`config.mk`:
```
export PLATFORM = sky130hd
export DESIGN_NAME = acp_port
export DESIGN_NICKNAME = d
export VERILOG_FILES = /design/src/inc/acp_pkg.sv /design/src/rtl/acp_port.sv
export VERILOG_INCLUDE_DIRS = /design/src /design/src/inc
export SDC_FILE = /design/constraint.sdc
export NUM_CORES = 1
export LEC_CHECK = 0
export ABC_AREA = 0
export CAP_MARGIN = 15
export CORE_UTILIZATION = 40
export CTS_CLUSTER_SIZE = 12
export DETAILED_ROUTE_END_ITERATION = 8
export DONT_BUFFER_PORTS = 1
export PLACE_DENSITY = 0.58
export SKIP_LAST_GASP = 1
export SLEW_MARGIN = 25
export SYNTH_ARGS = -nofsm -noshare
export SYNTH_HDL_FRONTEND = slang
export SYNTH_SLANG_ARGS = --single-unit
```
`constraint.sdc`:
```
create_clock -name clk -period 2.85 [get_ports clk]
set_input_delay 0.1425 -clock clk [delete_from_list [all_inputs] [get_ports clk]]
set_output_delay 0.1425 -clock clk [all_outputs]
set_load 0.01 [all_outputs]
```
`src/inc/acp_params.svh`:
```
`ifndef ACP_PARAMS_SVH
`define ACP_PARAMS_SVH

// timing
`define ACP_CLK_PERIOD_NS   25
`define ACP_MS_NS           1000000
`define ACP_FILT_MIN_MS     40
`define ACP_FILT_MAX_MS     60
`define ACP_FILT_MS         50
`define ACP_ALARM_HOLD_MS   1000
`define ACP_PTP_PULSE_MS    20

// register byte offsets
`define ACP_OFS_ACTION      8'h00
`define ACP_OFS_PRESET      8'h04
`define ACP_OFS_OUT_SEL0    8'h08
`define ACP_OFS_DELAY0      8'h14
`define ACP_OFS_ALARM_TIME  8'h28
`define ACP_OFS_STATUS      8'h2c

// field layout
`define ACP_ACT_W           3
`define ACP_ACT_STRIDE      4
`define ACP_PRESET_W        8
`define ACP_SEL_W           9
`define ACP_DLY_W           16
`define ACP_SEC_LSB         0
`define ACP_MIN_LSB         8
`define ACP_HOUR_LSB        16

// reset values
`define ACP_RST_ACTION      32'h0000_0000
`define ACP_RST_PRESET      32'h0000_0000
`define ACP_RST_SEL         9'h000
`define ACP_RST_DELAY       16'h0000
`define ACP_RST_ALARM_TIME  32'h0000_0000

`endif

```
`src/inc/acp_pkg.sv`:
```
package acp_pkg;

   typedef enum logic [2:0] {
      acp_act_none,
      acp_act_prog_reset,
      acp_act_reacquire,
      acp_act_jam_sync,
      acp_act_ntp_update,
      acp_act_recall_preset
   } acp_action_e;

   // level alarms, each mirrors its status indicator
   typedef struct packed {
      logic time_warn;
      logic time_err;
      logic lock_warn;
      logic lock_err;
      logic power_supply_fault_event;
      logic hw_fault;
   } acp_lvl_s;

   // one-cycle action requests to the owning subsystems
   typedef struct packed {
      logic recall_preset;
      logic ntp_update;
      logic jam_sync;
      logic reacquire;
      logic prog_reset;
   } acp_act_s;

endpackage : acp_pkg

```
`src/rtl/acp_port.sv`:
```
// Notes on behaviour
// - four command inputs, three alarm outputs
// - command inputs and alarm outputs active low
// - reject under 40 ms, accept over 60 ms
// - qualified assertion runs the input's action
// - action none ignores the input
// - reset program time counter
// - request positioning receiver reset
// - jam sync drop-frame time code now
// - time update only when source internal
// - recall preset selected for that input
// - output is OR of selected events
// - level alarms follow their condition
// - alarm time matches hours minutes seconds
// - alarm time asserts exactly one second
// - leader to passive gives 20 ms pulse
// - nine indicator events selectable
// - delayed alarm needs continuous presence
// - delays only on five alarms
`timescale 1ns/100ps
`include "acp_params.svh"

module acp_port
   import acp_pkg::*;
#(
   parameter int unsigned MS_CYC = `ACP_MS_NS / `ACP_CLK_PERIOD_NS
)
(
   // clock and reset
   input  wire logic        clk,
   input  wire logic        reset_n,
   // apb slave
   input  wire logic [7:0]  paddr,
   input  wire logic        psel,
   input  wire logic        penable,
   input  wire logic        pwrite,
   input  wire logic [31:0] pwdata,
   output logic      [31:0] prdata,
   output logic             pready,
   output logic             pslverr,
   // command and alarm pins
   input  wire logic [3:0]  cmd_n_pin,
   output logic      [2:0]  alarm_n,
   // system state
   input  wire acp_lvl_s    lvl_evt,
   input  wire logic [1:0]  grandmaster_role,
   input  wire logic [4:0]  prog_hours,
   input  wire logic [5:0]  prog_minutes,
   input  wire logic [5:0]  prog_seconds,
   input  wire logic        tod_internal,
   // action requests
   output acp_act_s         act_req,
   output logic      [7:0]  preset_sel
);

   localparam logic [5:0]  FILT_TICKS  = 6'(`ACP_FILT_MS);
   localparam logic [9:0]  HOLD_TICKS  = 10'(`ACP_ALARM_HOLD_MS);
   localparam logic [9:0]  PULSE_TICKS = 10'(`ACP_PTP_PULSE_MS);
   localparam logic [15:0] MS_LAST     = 16'(MS_CYC - 1);
   localparam int          N_DLY       = 5;

   // reg index from byte address
   function automatic logic [5:0] reg_idx(input logic [7:0] a);
      reg_idx = a[7:2];
   endfunction : reg_idx

   function automatic logic [2:0] act_field(input logic [31:0] r, input int i);
      act_field = r[i*`ACP_ACT_STRIDE +: `ACP_ACT_W];
   endfunction : act_field

   logic [31:0]          action_q;
   logic [31:0]          preset_q;
   logic [`ACP_SEL_W-1:0] out_sel_q [3];
   logic [`ACP_DLY_W-1:0] dly_q [N_DLY];
   logic [31:0]          alarm_time_q;

   logic [15:0]          ms_cnt_q;
   logic                 tick_q;

   logic [3:0]           s1_q, s2_q, s3_q, lvl_q;
   logic [5:0]           fcnt_q [4];
   logic [3:0]           qual_q;
   logic [3:0]           fire_q;

   logic [`ACP_DLY_W-1:0] acnt_q [N_DLY];
   logic [N_DLY-1:0]     dly_ok;
   logic [5:0]           lvl_ok;

   logic                 match_q;
   logic [1:0]           role_q;
   logic [2:0]           pend_q;
   logic [9:0]           tmr_q [3];
   logic [2:0]           start;
   logic [`ACP_SEL_W-1:0] evt_vec;

   logic                 wr_en;
   logic                 setup;
   logic [31:0]          rd_d;
   logic                 err_d;
   logic [5:0]           idx;

   // apb decode
   assign setup = psel & ~penable;
   assign wr_en = psel & penable & pready & pwrite;
   assign idx   = reg_idx(paddr);

   always_comb
   begin
      rd_d  = 32'h0000_0000;
      err_d = 1'b0;
      if (idx == reg_idx(`ACP_OFS_ACTION))
         rd_d = action_q;
      else if (idx == reg_idx(`ACP_OFS_PRESET))
         rd_d = preset_q;
      else if (idx >= reg_idx(`ACP_OFS_OUT_SEL0) && idx < reg_idx(`ACP_OFS_DELAY0))
         rd_d = {23'h0, out_sel_q[2'(idx - reg_idx(`ACP_OFS_OUT_SEL0))]};
      else if (idx >= reg_idx(`ACP_OFS_DELAY0) && idx < reg_idx(`ACP_OFS_ALARM_TIME))
         rd_d = {16'h0000, dly_q[3'(idx - reg_idx(`ACP_OFS_DELAY0))]};
      else if (idx == reg_idx(`ACP_OFS_ALARM_TIME))
         rd_d = alarm_time_q;
      else if (idx == reg_idx(`ACP_OFS_STATUS))
         rd_d = {10'h000, ~alarm_n, 2'h0, evt_vec, lvl_q, qual_q};
      else
         err_d = 1'b1;
   end

   // one access cycle: answer prepared at setup
   always_ff @(posedge clk or negedge reset_n)
   begin
      if (!reset_n)
      begin
         pready  <= 1'b0;
         pslverr <= 1'b0;
         prdata  <= 32'h0000_0000;
      end
      else
      begin
         pready  <= setup;
         pslverr <= setup & err_d;
         prdata  <= (setup && !pwrite) ? rd_d : 32'h0000_0000;
      end
   end

   // config registers, status writes ignored
   always_ff @(posedge clk or negedge reset_n)
   begin
      if (!reset_n)
      begin
         action_q     <= `ACP_RST_ACTION;
         preset_q     <= `ACP_RST_PRESET;
         alarm_time_q <= `ACP_RST_ALARM_TIME;
         for (int j = 0; j < 3; j++)
            out_sel_q[j] <= `ACP_RST_SEL;
         for (int k = 0; k < N_DLY; k++)
            dly_q[k] <= `ACP_RST_DELAY;
      end
      else if (wr_en)
      begin
         if (idx == reg_idx(`ACP_OFS_ACTION))
            action_q <= pwdata & 32'h7777;
         if (idx == reg_idx(`ACP_OFS_PRESET))
            preset_q <= pwdata;
         if (idx == reg_idx(`ACP_OFS_ALARM_TIME))
            alarm_time_q <= pwdata & 32'h001f_3f3f;
         for (int j = 0; j < 3; j++)
            if (idx == reg_idx(`ACP_OFS_OUT_SEL0) + 6'(j))
               out_sel_q[j] <= pwdata[`ACP_SEL_W-1:0];
         for (int k = 0; k < N_DLY; k++)
            if (idx == reg_idx(`ACP_OFS_DELAY0) + 6'(k))
               dly_q[k] <= pwdata[`ACP_DLY_W-1:0];
      end
   end

   // millisecond tick
   always_ff @(posedge clk or negedge reset_n)
   begin
      if (!reset_n)
      begin
         ms_cnt_q <= 16'h0000;
         tick_q   <= 1'b0;
      end
      else
      begin
         tick_q   <= (ms_cnt_q == MS_LAST);
         ms_cnt_q <= (ms_cnt_q == MS_LAST) ? 16'h0000 : ms_cnt_q + 16'h0001;
      end
   end

   // pin synchroniser, change taken when stages two and three agree
   always_ff @(posedge clk or negedge reset_n)
   begin
      if (!reset_n)
      begin
         s1_q  <= 4'hf;
         s2_q  <= 4'hf;
         s3_q  <= 4'hf;
         lvl_q <= 4'hf;
      end
      else
      begin
         s1_q <= cmd_n_pin;
         s2_q <= s1_q;
         s3_q <= s2_q;
         for (int i = 0; i < 4; i++)
            if (s2_q[i] == s3_q[i])
               lvl_q[i] <= s3_q[i];
      end
   end

   // stable-low filter, one fire per assertion
   always_ff @(posedge clk or negedge reset_n)
   begin
      if (!reset_n)
      begin
         qual_q <= 4'h0;
         fire_q <= 4'h0;
         for (int i = 0; i < 4; i++)
            fcnt_q[i] <= 6'h00;
      end
      else
      begin
         for (int i = 0; i < 4; i++)
         begin
            fire_q[i] <= 1'b0;
            if (lvl_q[i])
            begin
               fcnt_q[i] <= 6'h00;
               qual_q[i] <= 1'b0;
            end
            else if (tick_q && !qual_q[i])
            begin
               if (fcnt_q[i] == FILT_TICKS - 6'h01)
               begin
                  qual_q[i] <= 1'b1;
                  fire_q[i] <= 1'b1;
               end
               fcnt_q[i] <= fcnt_q[i] + 6'h01;
            end
         end
      end
   end

   // run the configured action of each fired input
   always_ff @(posedge clk or negedge reset_n)
   begin
      if (!reset_n)
      begin
         act_req    <= '0;
         preset_sel <= 8'h00;
      end
      else
      begin
         act_req <= '0;
         for (int i = 0; i < 4; i++)
            if (fire_q[i])
               case (act_field(action_q, i))
                  3'(acp_act_prog_reset):
                     act_req.prog_reset <= 1'b1;
                  3'(acp_act_reacquire):
                     act_req.reacquire <= 1'b1;
                  3'(acp_act_jam_sync):
                     act_req.jam_sync <= 1'b1;
                  3'(acp_act_ntp_update):
                     act_req.ntp_update <= tod_internal;
                  3'(acp_act_recall_preset):
                  begin
                     act_req.recall_preset <= 1'b1;
                     preset_sel <= preset_q[i*`ACP_PRESET_W +: `ACP_PRESET_W];
                  end
                  default:
                     ;
               endcase
      end
   end

   // qualifying delay on hw, lock err/warn, time err/warn
   function automatic logic dly_cond(input acp_lvl_s e, input int k);
      case (k)
         0:       dly_cond = e.hw_fault;
         1:       dly_cond = e.lock_err;
         2:       dly_cond = e.lock_warn;
         3:       dly_cond = e.time_err;
         default: dly_cond = e.time_warn;
      endcase
   endfunction : dly_cond

   always_ff @(posedge clk or negedge reset_n)
   begin
      if (!reset_n)
         for (int k = 0; k < N_DLY; k++)
            acnt_q[k] <= 16'h0000;
      else
         for (int k = 0; k < N_DLY; k++)
            if (!dly_cond(lvl_evt, k))
               acnt_q[k] <= 16'h0000;
            else if (tick_q && acnt_q[k] != 16'hffff)
               acnt_q[k] <= acnt_q[k] + 16'h0001;
   end

   always_comb
   begin
      for (int k = 0; k < N_DLY; k++)
         dly_ok[k] = dly_cond(lvl_evt, k) && (acnt_q[k] >= dly_q[k]);
   end

   // level events, power supply fault undelayed
   assign lvl_ok = {dly_ok[4], dly_ok[3], dly_ok[2], dly_ok[1],
                    lvl_evt.power_supply_fault_event, dly_ok[0]};

   // program time equals alarm time
   function automatic logic time_hit(input logic [31:0] t, input logic [4:0] h,
                                     input logic [5:0] m, input logic [5:0] s);
      time_hit = (h == t[`ACP_HOUR_LSB +: 5]) && (m == t[`ACP_MIN_LSB +: 6]) &&
                 (s == t[`ACP_SEC_LSB +: 6]);
   endfunction : time_hit

   // event edges: alarm-time match, leader lost
   always_ff @(posedge clk or negedge reset_n)
   begin
      if (!reset_n)
      begin
         match_q <= 1'b0;
         role_q  <= 2'b00;
      end
      else
      begin
         match_q <= time_hit(alarm_time_q, prog_hours, prog_minutes, prog_seconds);
         role_q  <= grandmaster_role;
      end
   end

   assign start[0] = time_hit(alarm_time_q, prog_hours, prog_minutes, prog_seconds)
                     && !match_q;
   assign start[1] = role_q[0] & ~grandmaster_role[0];
   assign start[2] = role_q[1] & ~grandmaster_role[1];

   // fixed-length timers start on a tick so the length is exact
   always_ff @(posedge clk or negedge reset_n)
   begin
      if (!reset_n)
      begin
         pend_q <= 3'h0;
         for (int t = 0; t < 3; t++)
            tmr_q[t] <= 10'h000;
      end
      else
         for (int t = 0; t < 3; t++)
         begin
            if (tick_q && (pend_q[t] || start[t]))
            begin
               tmr_q[t]  <= (t == 0) ? HOLD_TICKS : PULSE_TICKS;
               pend_q[t] <= 1'b0;
            end
            else
            begin
               if (start[t])
                  pend_q[t] <= 1'b1;
               if (tick_q && tmr_q[t] != 10'h000)
                  tmr_q[t] <= tmr_q[t] - 10'h001;
            end
         end
   end

   assign evt_vec = {tmr_q[2] != 10'h000, tmr_q[1] != 10'h000,
                     tmr_q[0] != 10'h000, lvl_ok};

   // outputs driven low while any selected event is true
   always_ff @(posedge clk or negedge reset_n)
   begin
      if (!reset_n)
         alarm_n <= 3'h7;
      else
         for (int j = 0; j < 3; j++)
            alarm_n[j] <= ~|(evt_vec & out_sel_q[j]);
   end

endmodule : acp_port

```
## Word-level counts from Yosys, hierarchy flattened

Index checks and enable logic that the tools add are counted.

- Bits of input ports: 75
- Output and inout bits: 50
- Flip-flop bits (word level): 399

- Muxes and demuxes: 106
- Equality and inequality tests: 53
- Bitwise logic cells: 16
- Order comparisons: 11
- $add $sub $neg: 15
- Reductions and logical operators: 74

Operator list:

| cell | number |
|---|---|
| 16-bit 2-to-1 mux | 13 |
| 16-bit by 1-bit adder with 16-bit output, second input constant | 6 |
| 32-bit 2-to-1 mux | 3 |
| 22-bit 2-to-1 mux | 4 |
| 16-bit >= comparator | 5 |
| 16-bit != test, second input constant | 5 |
| 8-bit 2-to-1 mux | 8 |
| 10-bit 2-to-1 mux | 6 |
| 1-bit 2-to-1 mux | 56 |
| 16-bit binary-select mux with 3-bit select | 1 |
| 6-bit 2-to-1 mux | 8 |
| 2-bit AND reduction | 15 |
| 10-bit nonzero test | 3 |
| 10-bit by 1-bit subtractor with 10-bit output, second input constant | 3 |
| 2-bit nonzero test | 14 |
| 9-bit bitwise AND | 3 |
| 9-bit OR reduction | 3 |
| 1-bit logical AND | 26 |
| 6-bit by 1-bit adder with 6-bit output, second input constant | 4 |
| 3-bit by 2-bit equality test with 1-bit output, second input constant | 8 |
| 3-bit equality test, second input constant | 8 |
| 6-bit by 3-bit equality test with 1-bit output, second input constant | 4 |
| 6-bit by 4-bit equality test with 1-bit output, second input constant | 4 |
| 6-bit equality test, second input constant | 4 |
| other kinds (27) | 61 |

## Depth between registers and ports, before layout

- Word-level depth: 10
- Mapped depth: 11
- Gate-level depth less buffers: 8

## Least setup slack after synthesis

Ideal clock, no wire load.

- Path type: input port to flip-flop
- Start point: input paddr[3]
- End point: register prdata[11]
- Stages on the path: 9
- Arrival: 2.087 ns
- Path slack: 0.641 ns
- Data required time: 2.728 ns
- Cell sequence: buf_2 inv_1 ha_1 buf_2 clkbuf_1 mux4_2 a221oi_1 nor3_1 a32o_1

- Cells in the longest elaborated chain, start to end: 10
- Elaborated cells on any way between the ends: 22
- Classes of those cells: add/sub: 1; order compare: 4; eq/ne: 3; mux: 10; bitwise: 1; reduce/logical: 3

RTL lines:

| what | RTL line | RTL |
|---|---|---|
| start: declaration | acp_port.sv:33 | `input wire logic [7:0] paddr,` |
| 3-bit subtractor | acp_port.sv:118 | `` rd_d = {16'h0000, dly_q[3'(idx - reg_idx(`ACP_OFS_DELAY0))]}; `` |
| 3-bit inverter with 4-bit output | acp_port.sv:118 |  |
| 16-bit binary-select mux with 3-bit select | acp_port.sv:118 |  |
| 16-bit 2-to-1 mux (2 in series) | acp_port.sv:118 |  |
| 22-bit 2-to-1 mux | acp_port.sv:117 | `` else if (idx >= reg_idx(`ACP_OFS_DELAY0) && idx < reg_idx(`ACP_OFS_ALARM_TIME)) `` |
| 22-bit 2-to-1 mux | acp_port.sv:115 | `` else if (idx >= reg_idx(`ACP_OFS_OUT_SEL0) && idx < reg_idx(`ACP_OFS_DELAY0)) `` |
| 32-bit 2-to-1 mux | acp_port.sv:113 | `` else if (idx == reg_idx(`ACP_OFS_PRESET)) `` |
| 32-bit 2-to-1 mux (*) | acp_port.sv:111 | `` if (idx == reg_idx(`ACP_OFS_ACTION)) `` |
| 32-bit 2-to-1 mux (*) | acp_port.sv:140 | `prdata <= (setup && !pwrite) ? rd_d : 32'h0000_0000;` |
| end signal: assignment | acp_port.sv:140 |  |
| end: declaration | acp_port.sv:38 | `output logic [31:0] prdata,` |

Every way passes the cells marked *; elsewhere a longest branch is shown, timed or not. The select of a mux whose other input is x is not followed.
A chain may end at the register's enable or synchronous reset.

## Worst setup path in the final report

- Start point: register dly_q[21] (netlist bit)
- End point: register alarm_n[1]

- Cells in the longest elaborated chain, start to end: 5

RTL lines:

| what | RTL line | RTL |
|---|---|---|
| start: declaration | acp_port.sv:74 | `` logic [`ACP_DLY_W-1:0] dly_q [N_DLY]; `` |
| start signal: indexed assignment | acp_port.sv:155 | `` dly_q[k] <= `ACP_RST_DELAY; `` |
| start signal: indexed assignment | acp_port.sv:170 | `` dly_q[k] <= pwdata[`ACP_DLY_W-1:0]; `` |
| 16-bit >= comparator | acp_port.sv:303 | `dly_ok[k] = dly_cond(lvl_evt, k) && (acnt_q[k] >= dly_q[k]);` |
| 1-bit logical AND | acp_port.sv:303 |  |
| 9-bit bitwise AND | acp_port.sv:374 | `alarm_n[j] <= ~\|(evt_vec & out_sel_q[j]);` |
| 9-bit OR reduction | acp_port.sv:374 |  |
| 1-bit logical NOT | acp_port.sv:374 |  |
| end signal: indexed assignment | acp_port.sv:374 |  |
| end: declaration | acp_port.sv:43 | `output logic [2:0] alarm_n,` |

No other way between the ends.

==> results_dict.tcl <==
set metrics [dict create \
    status "complete, but fails checks" \
    violations "hold timing" \
    tightest_slew_ns 0.931 \
    crit_family "compound AO/OA/AOI/OAI gates" \
    synth_flop_cell "dfrtp_1" \
    finalHoldViolCount 399 \
    crit_cells 8 \
    fin_worst_skew_ns 0.0395 \
    cp-start-kind "flop" \
    vias_per_cell 5.61 \
    synthArstFlopShare_pct 100 \
    via_count 15300 \
    drtIter0Drc 1410 \
    path_cells "inv_1 -> ha_1 -> a21o_1 -> a21o_1 -> a2111oi_0 -> o21a_1 -> nor2_1 -> a211oi_1" \
    grt_first_pass_wirelength_um 91300 \
    clockRootBuffer "clkbuf_16" \
    final_common_cell "dfrtp_1" \
    hold_path.class "in -> async" \
    cpMostUsedCell "a21o_1" \
    final_cell_mix "dfrtp_1, nor2_1, mux2_2" \
    period_needed_ns 2.52 \
    reg2reg_to "alarm_n[1]$_DFF_PN1_" \
    wire_per_inst_um 21.4 \
    clk_path_buf_depth 3 \
    io_pins 125 \
    crit_buf_inv 1 \
    post-dp-hpwl_um 40600 \
    cts_buffers 46 \
    fin_tns_setup_ns 0 \
    ys_seq_elements 399 \
    design_area_um2 23800 \
    synth_area_um2 20900 \
    slew_headroom_pct 37.7 \
    syn_inst 1948 \
    overflow 0 \
    crit_slowest_cell "a2111oi_0" \
    cts.sinks 399 \
    multi_input_area_um2 10000 \
    syn_avg_cell_area_um2 10.7 \
    post_route_cells_drive_above_1_share_pct 15.1 \
    finalSetupViolCount 0 \
    placed_cell_area_um2 21500 \
    crit_end "alarm_n[1]$_DFF_PN1_" \
    port_buffers 0 \
    crit_arrival_ns 3.02 \
    start_util_pct 40.6 \
    synth_warnings 0 \
    wirelength_um 58200 \
    endpoint_kind "flop" \
    clkTransAtPathRegs_ns 0.06 \
    cts_max_level 2 \
    ir_drop_v 0.000399 \
    p_per_area_nw_per_um2 535 \
    gp_congestion 0.932 \
    worstPathMaxFanout 3 \
    detail-route-antenna-nets 0 \
    p_leak_nw 10.8 \
    fmax_mhz 397 \
    antenna_found_initial 10 \
    r2r_slack_ns 0.33 \
    cpPeakStageDelay_ns 0.56 \
    synth_edf_count 0 \
    cts_tree "yes" \
    cp-startpoint "dly_q[21]$_DFFE_PN0P_" \
    worstRegToRegCells 8 \
    critPathKind "reg -> reg" \
    min_period_over_period_pct 88.3 \
    rows 83 \
    ys_types 84 \
    firstDrtPassIters 7 \
    grt_usage_pct 22.2 \
    drc 0 \
    postCtsSetupBuffers 0 \
    ff_latch_area_um2 10000 \
    drv_cap 0 \
    grt_max_degree 400 \
    regToRegStartpoint "dly_q[21]$_DFFE_PN0P_" \
    postCtsResizedCells 0 \
    synth_seq_area_share_pct 48.0 \
    whs_ns -0.728 \
    drv_slew 0 \
    clkLatencyLatePin_ns 0.61 \
    cp.required_ns 3.35 \
    die_w_um 230 \
    area_growth_pct 13.9 \
    dieArea_um2 53100 \
    rsz0062_at_grt "no" \
    hold_buffers 56 \
    die_h_um 230 \
    nFillCells 4750 \
    nets 2177 \
    grt_pass1_vias 15200 \
    syn-num-nets 2125 \
    core_area_um2 51400 \
]
[cell families after synthesis]
logic type               after synthesis  synth area share [%]
adder cells (fa/ha/maj)              106                  6.31
multiplexers                         206                  11.9
AND/OR/NAND/NOR                      612                  15.4
XOR/XNOR                             128                  5.37
AO/OA/AOI/OAI                        295                  9.09
buffers and inverters                202                  3.96
flip-flops                           399                  48.0
[cell type report]
type / instances / area share [%]
diodes: 2 / 0.0211
clock buffers: 70 / 5.73
clock inverters: 16 / 1.26
inverters: 127 / 2.01
multi-input cells: 1347 / 42.2
flip-flops and latches: 399 / 42.1
well taps: 680 / 3.58
repair buffers: 79 / 3.09
[synthesized netlist by cell type (19+ instances only)]
cell / count / area, µm²
or3_1: 19 / 119
dfstp_2: 19 / 499
nor2_1: 154 / 578
a21oi_1: 79 / 395
mux2_2: 149 / 1680
and3_1: 27 / 169
xnor2_1: 57 / 499
and2_1: 40 / 250
clkbuf_1: 43 / 161
and4_1: 20 / 175
buf_2: 21 / 105
a211oi_1: 25 / 188
inv_1: 125 / 469
nand3_1: 66 / 330
nand2_1: 116 / 435
nand4_1: 44 / 275
ha_1: 102 / 1280
xor2_1: 71 / 622
o21ai_0: 77 / 385
dfrtp_1: 380 / 9510
mux2i_1: 26 / 260
nor3_1: 41 / 205
[worst min-delay path by stage]
| stage | slack, ns | to | startpoint | cells after the start |
|---|---|---|---|---|
| after CTS | -0.78 | role_q[0]$_DFF_PN0_ | reset_n | 0 |
| after global routing | -0.75 | fcnt_q[2]$_DFFE_PN0P_ | reset_n | 0 |
| after floorplan | -0.15 | acnt_q[0]$_DFFE_PN0P_ | reset_n | 0 |
| final | -0.73 | fcnt_q[2]$_DFFE_PN0P_ | reset_n | 0 |
| after detailed placement | -0.12 | fcnt_q[4]$_DFFE_PN0P_ | reset_n | 0 |
| after global placement | -0.12 | fcnt_q[2]$_DFFE_PN0P_ | reset_n | 0 |
[through the flow]
stage / instances / utilization (%) / total power [mW] / worst slack [ns] / hold slack [ns]
after floorplan: 1948 / - / 6.16 / 0.641 / -0.153
after global placement: 2576 / 41.9 / 6.25 / 0.441 / -0.122
after detailed placement: 2576 / 41.9 / 6.25 / 0.347 / -0.123
after CTS: 2718 / 46.2 / 12.9 / 0.340 / -0.782
after global routing: 2720 / 46.2 / 13.2 / 0.154 / -0.755
final: 2720 / 46.2 / 12.7 / 0.333 / -0.728
[power breakdown]
part | internal (mW) | switching (mW) | total [mW]
combinational | 0.192 | 0.284 | 0.476
sequential | 5.74 | 0.0810 | 5.82
clock | 3.95 | 2.47 | 6.42
[sequential cells by signal, indices dropped and copies added, names as in the netlist, 5 cells and up]
name,cells
tmr_q,30
action_q,12
preset_q,32
prdata,32
preset_sel,8
act_req,5
alarm_time_q,17
out_sel_q,27
dly_q,80
ms_cnt_q,16
fcnt_q,24
acnt_q,80
[routing by layer]
layer	GRT usage (%)	wire length [µm]
met5	0	13
met4	7.14	1650
met3	5.51	3960
met2	34.0	26200
met1	30.8	26400
Power figures use the tool's default switching activity.
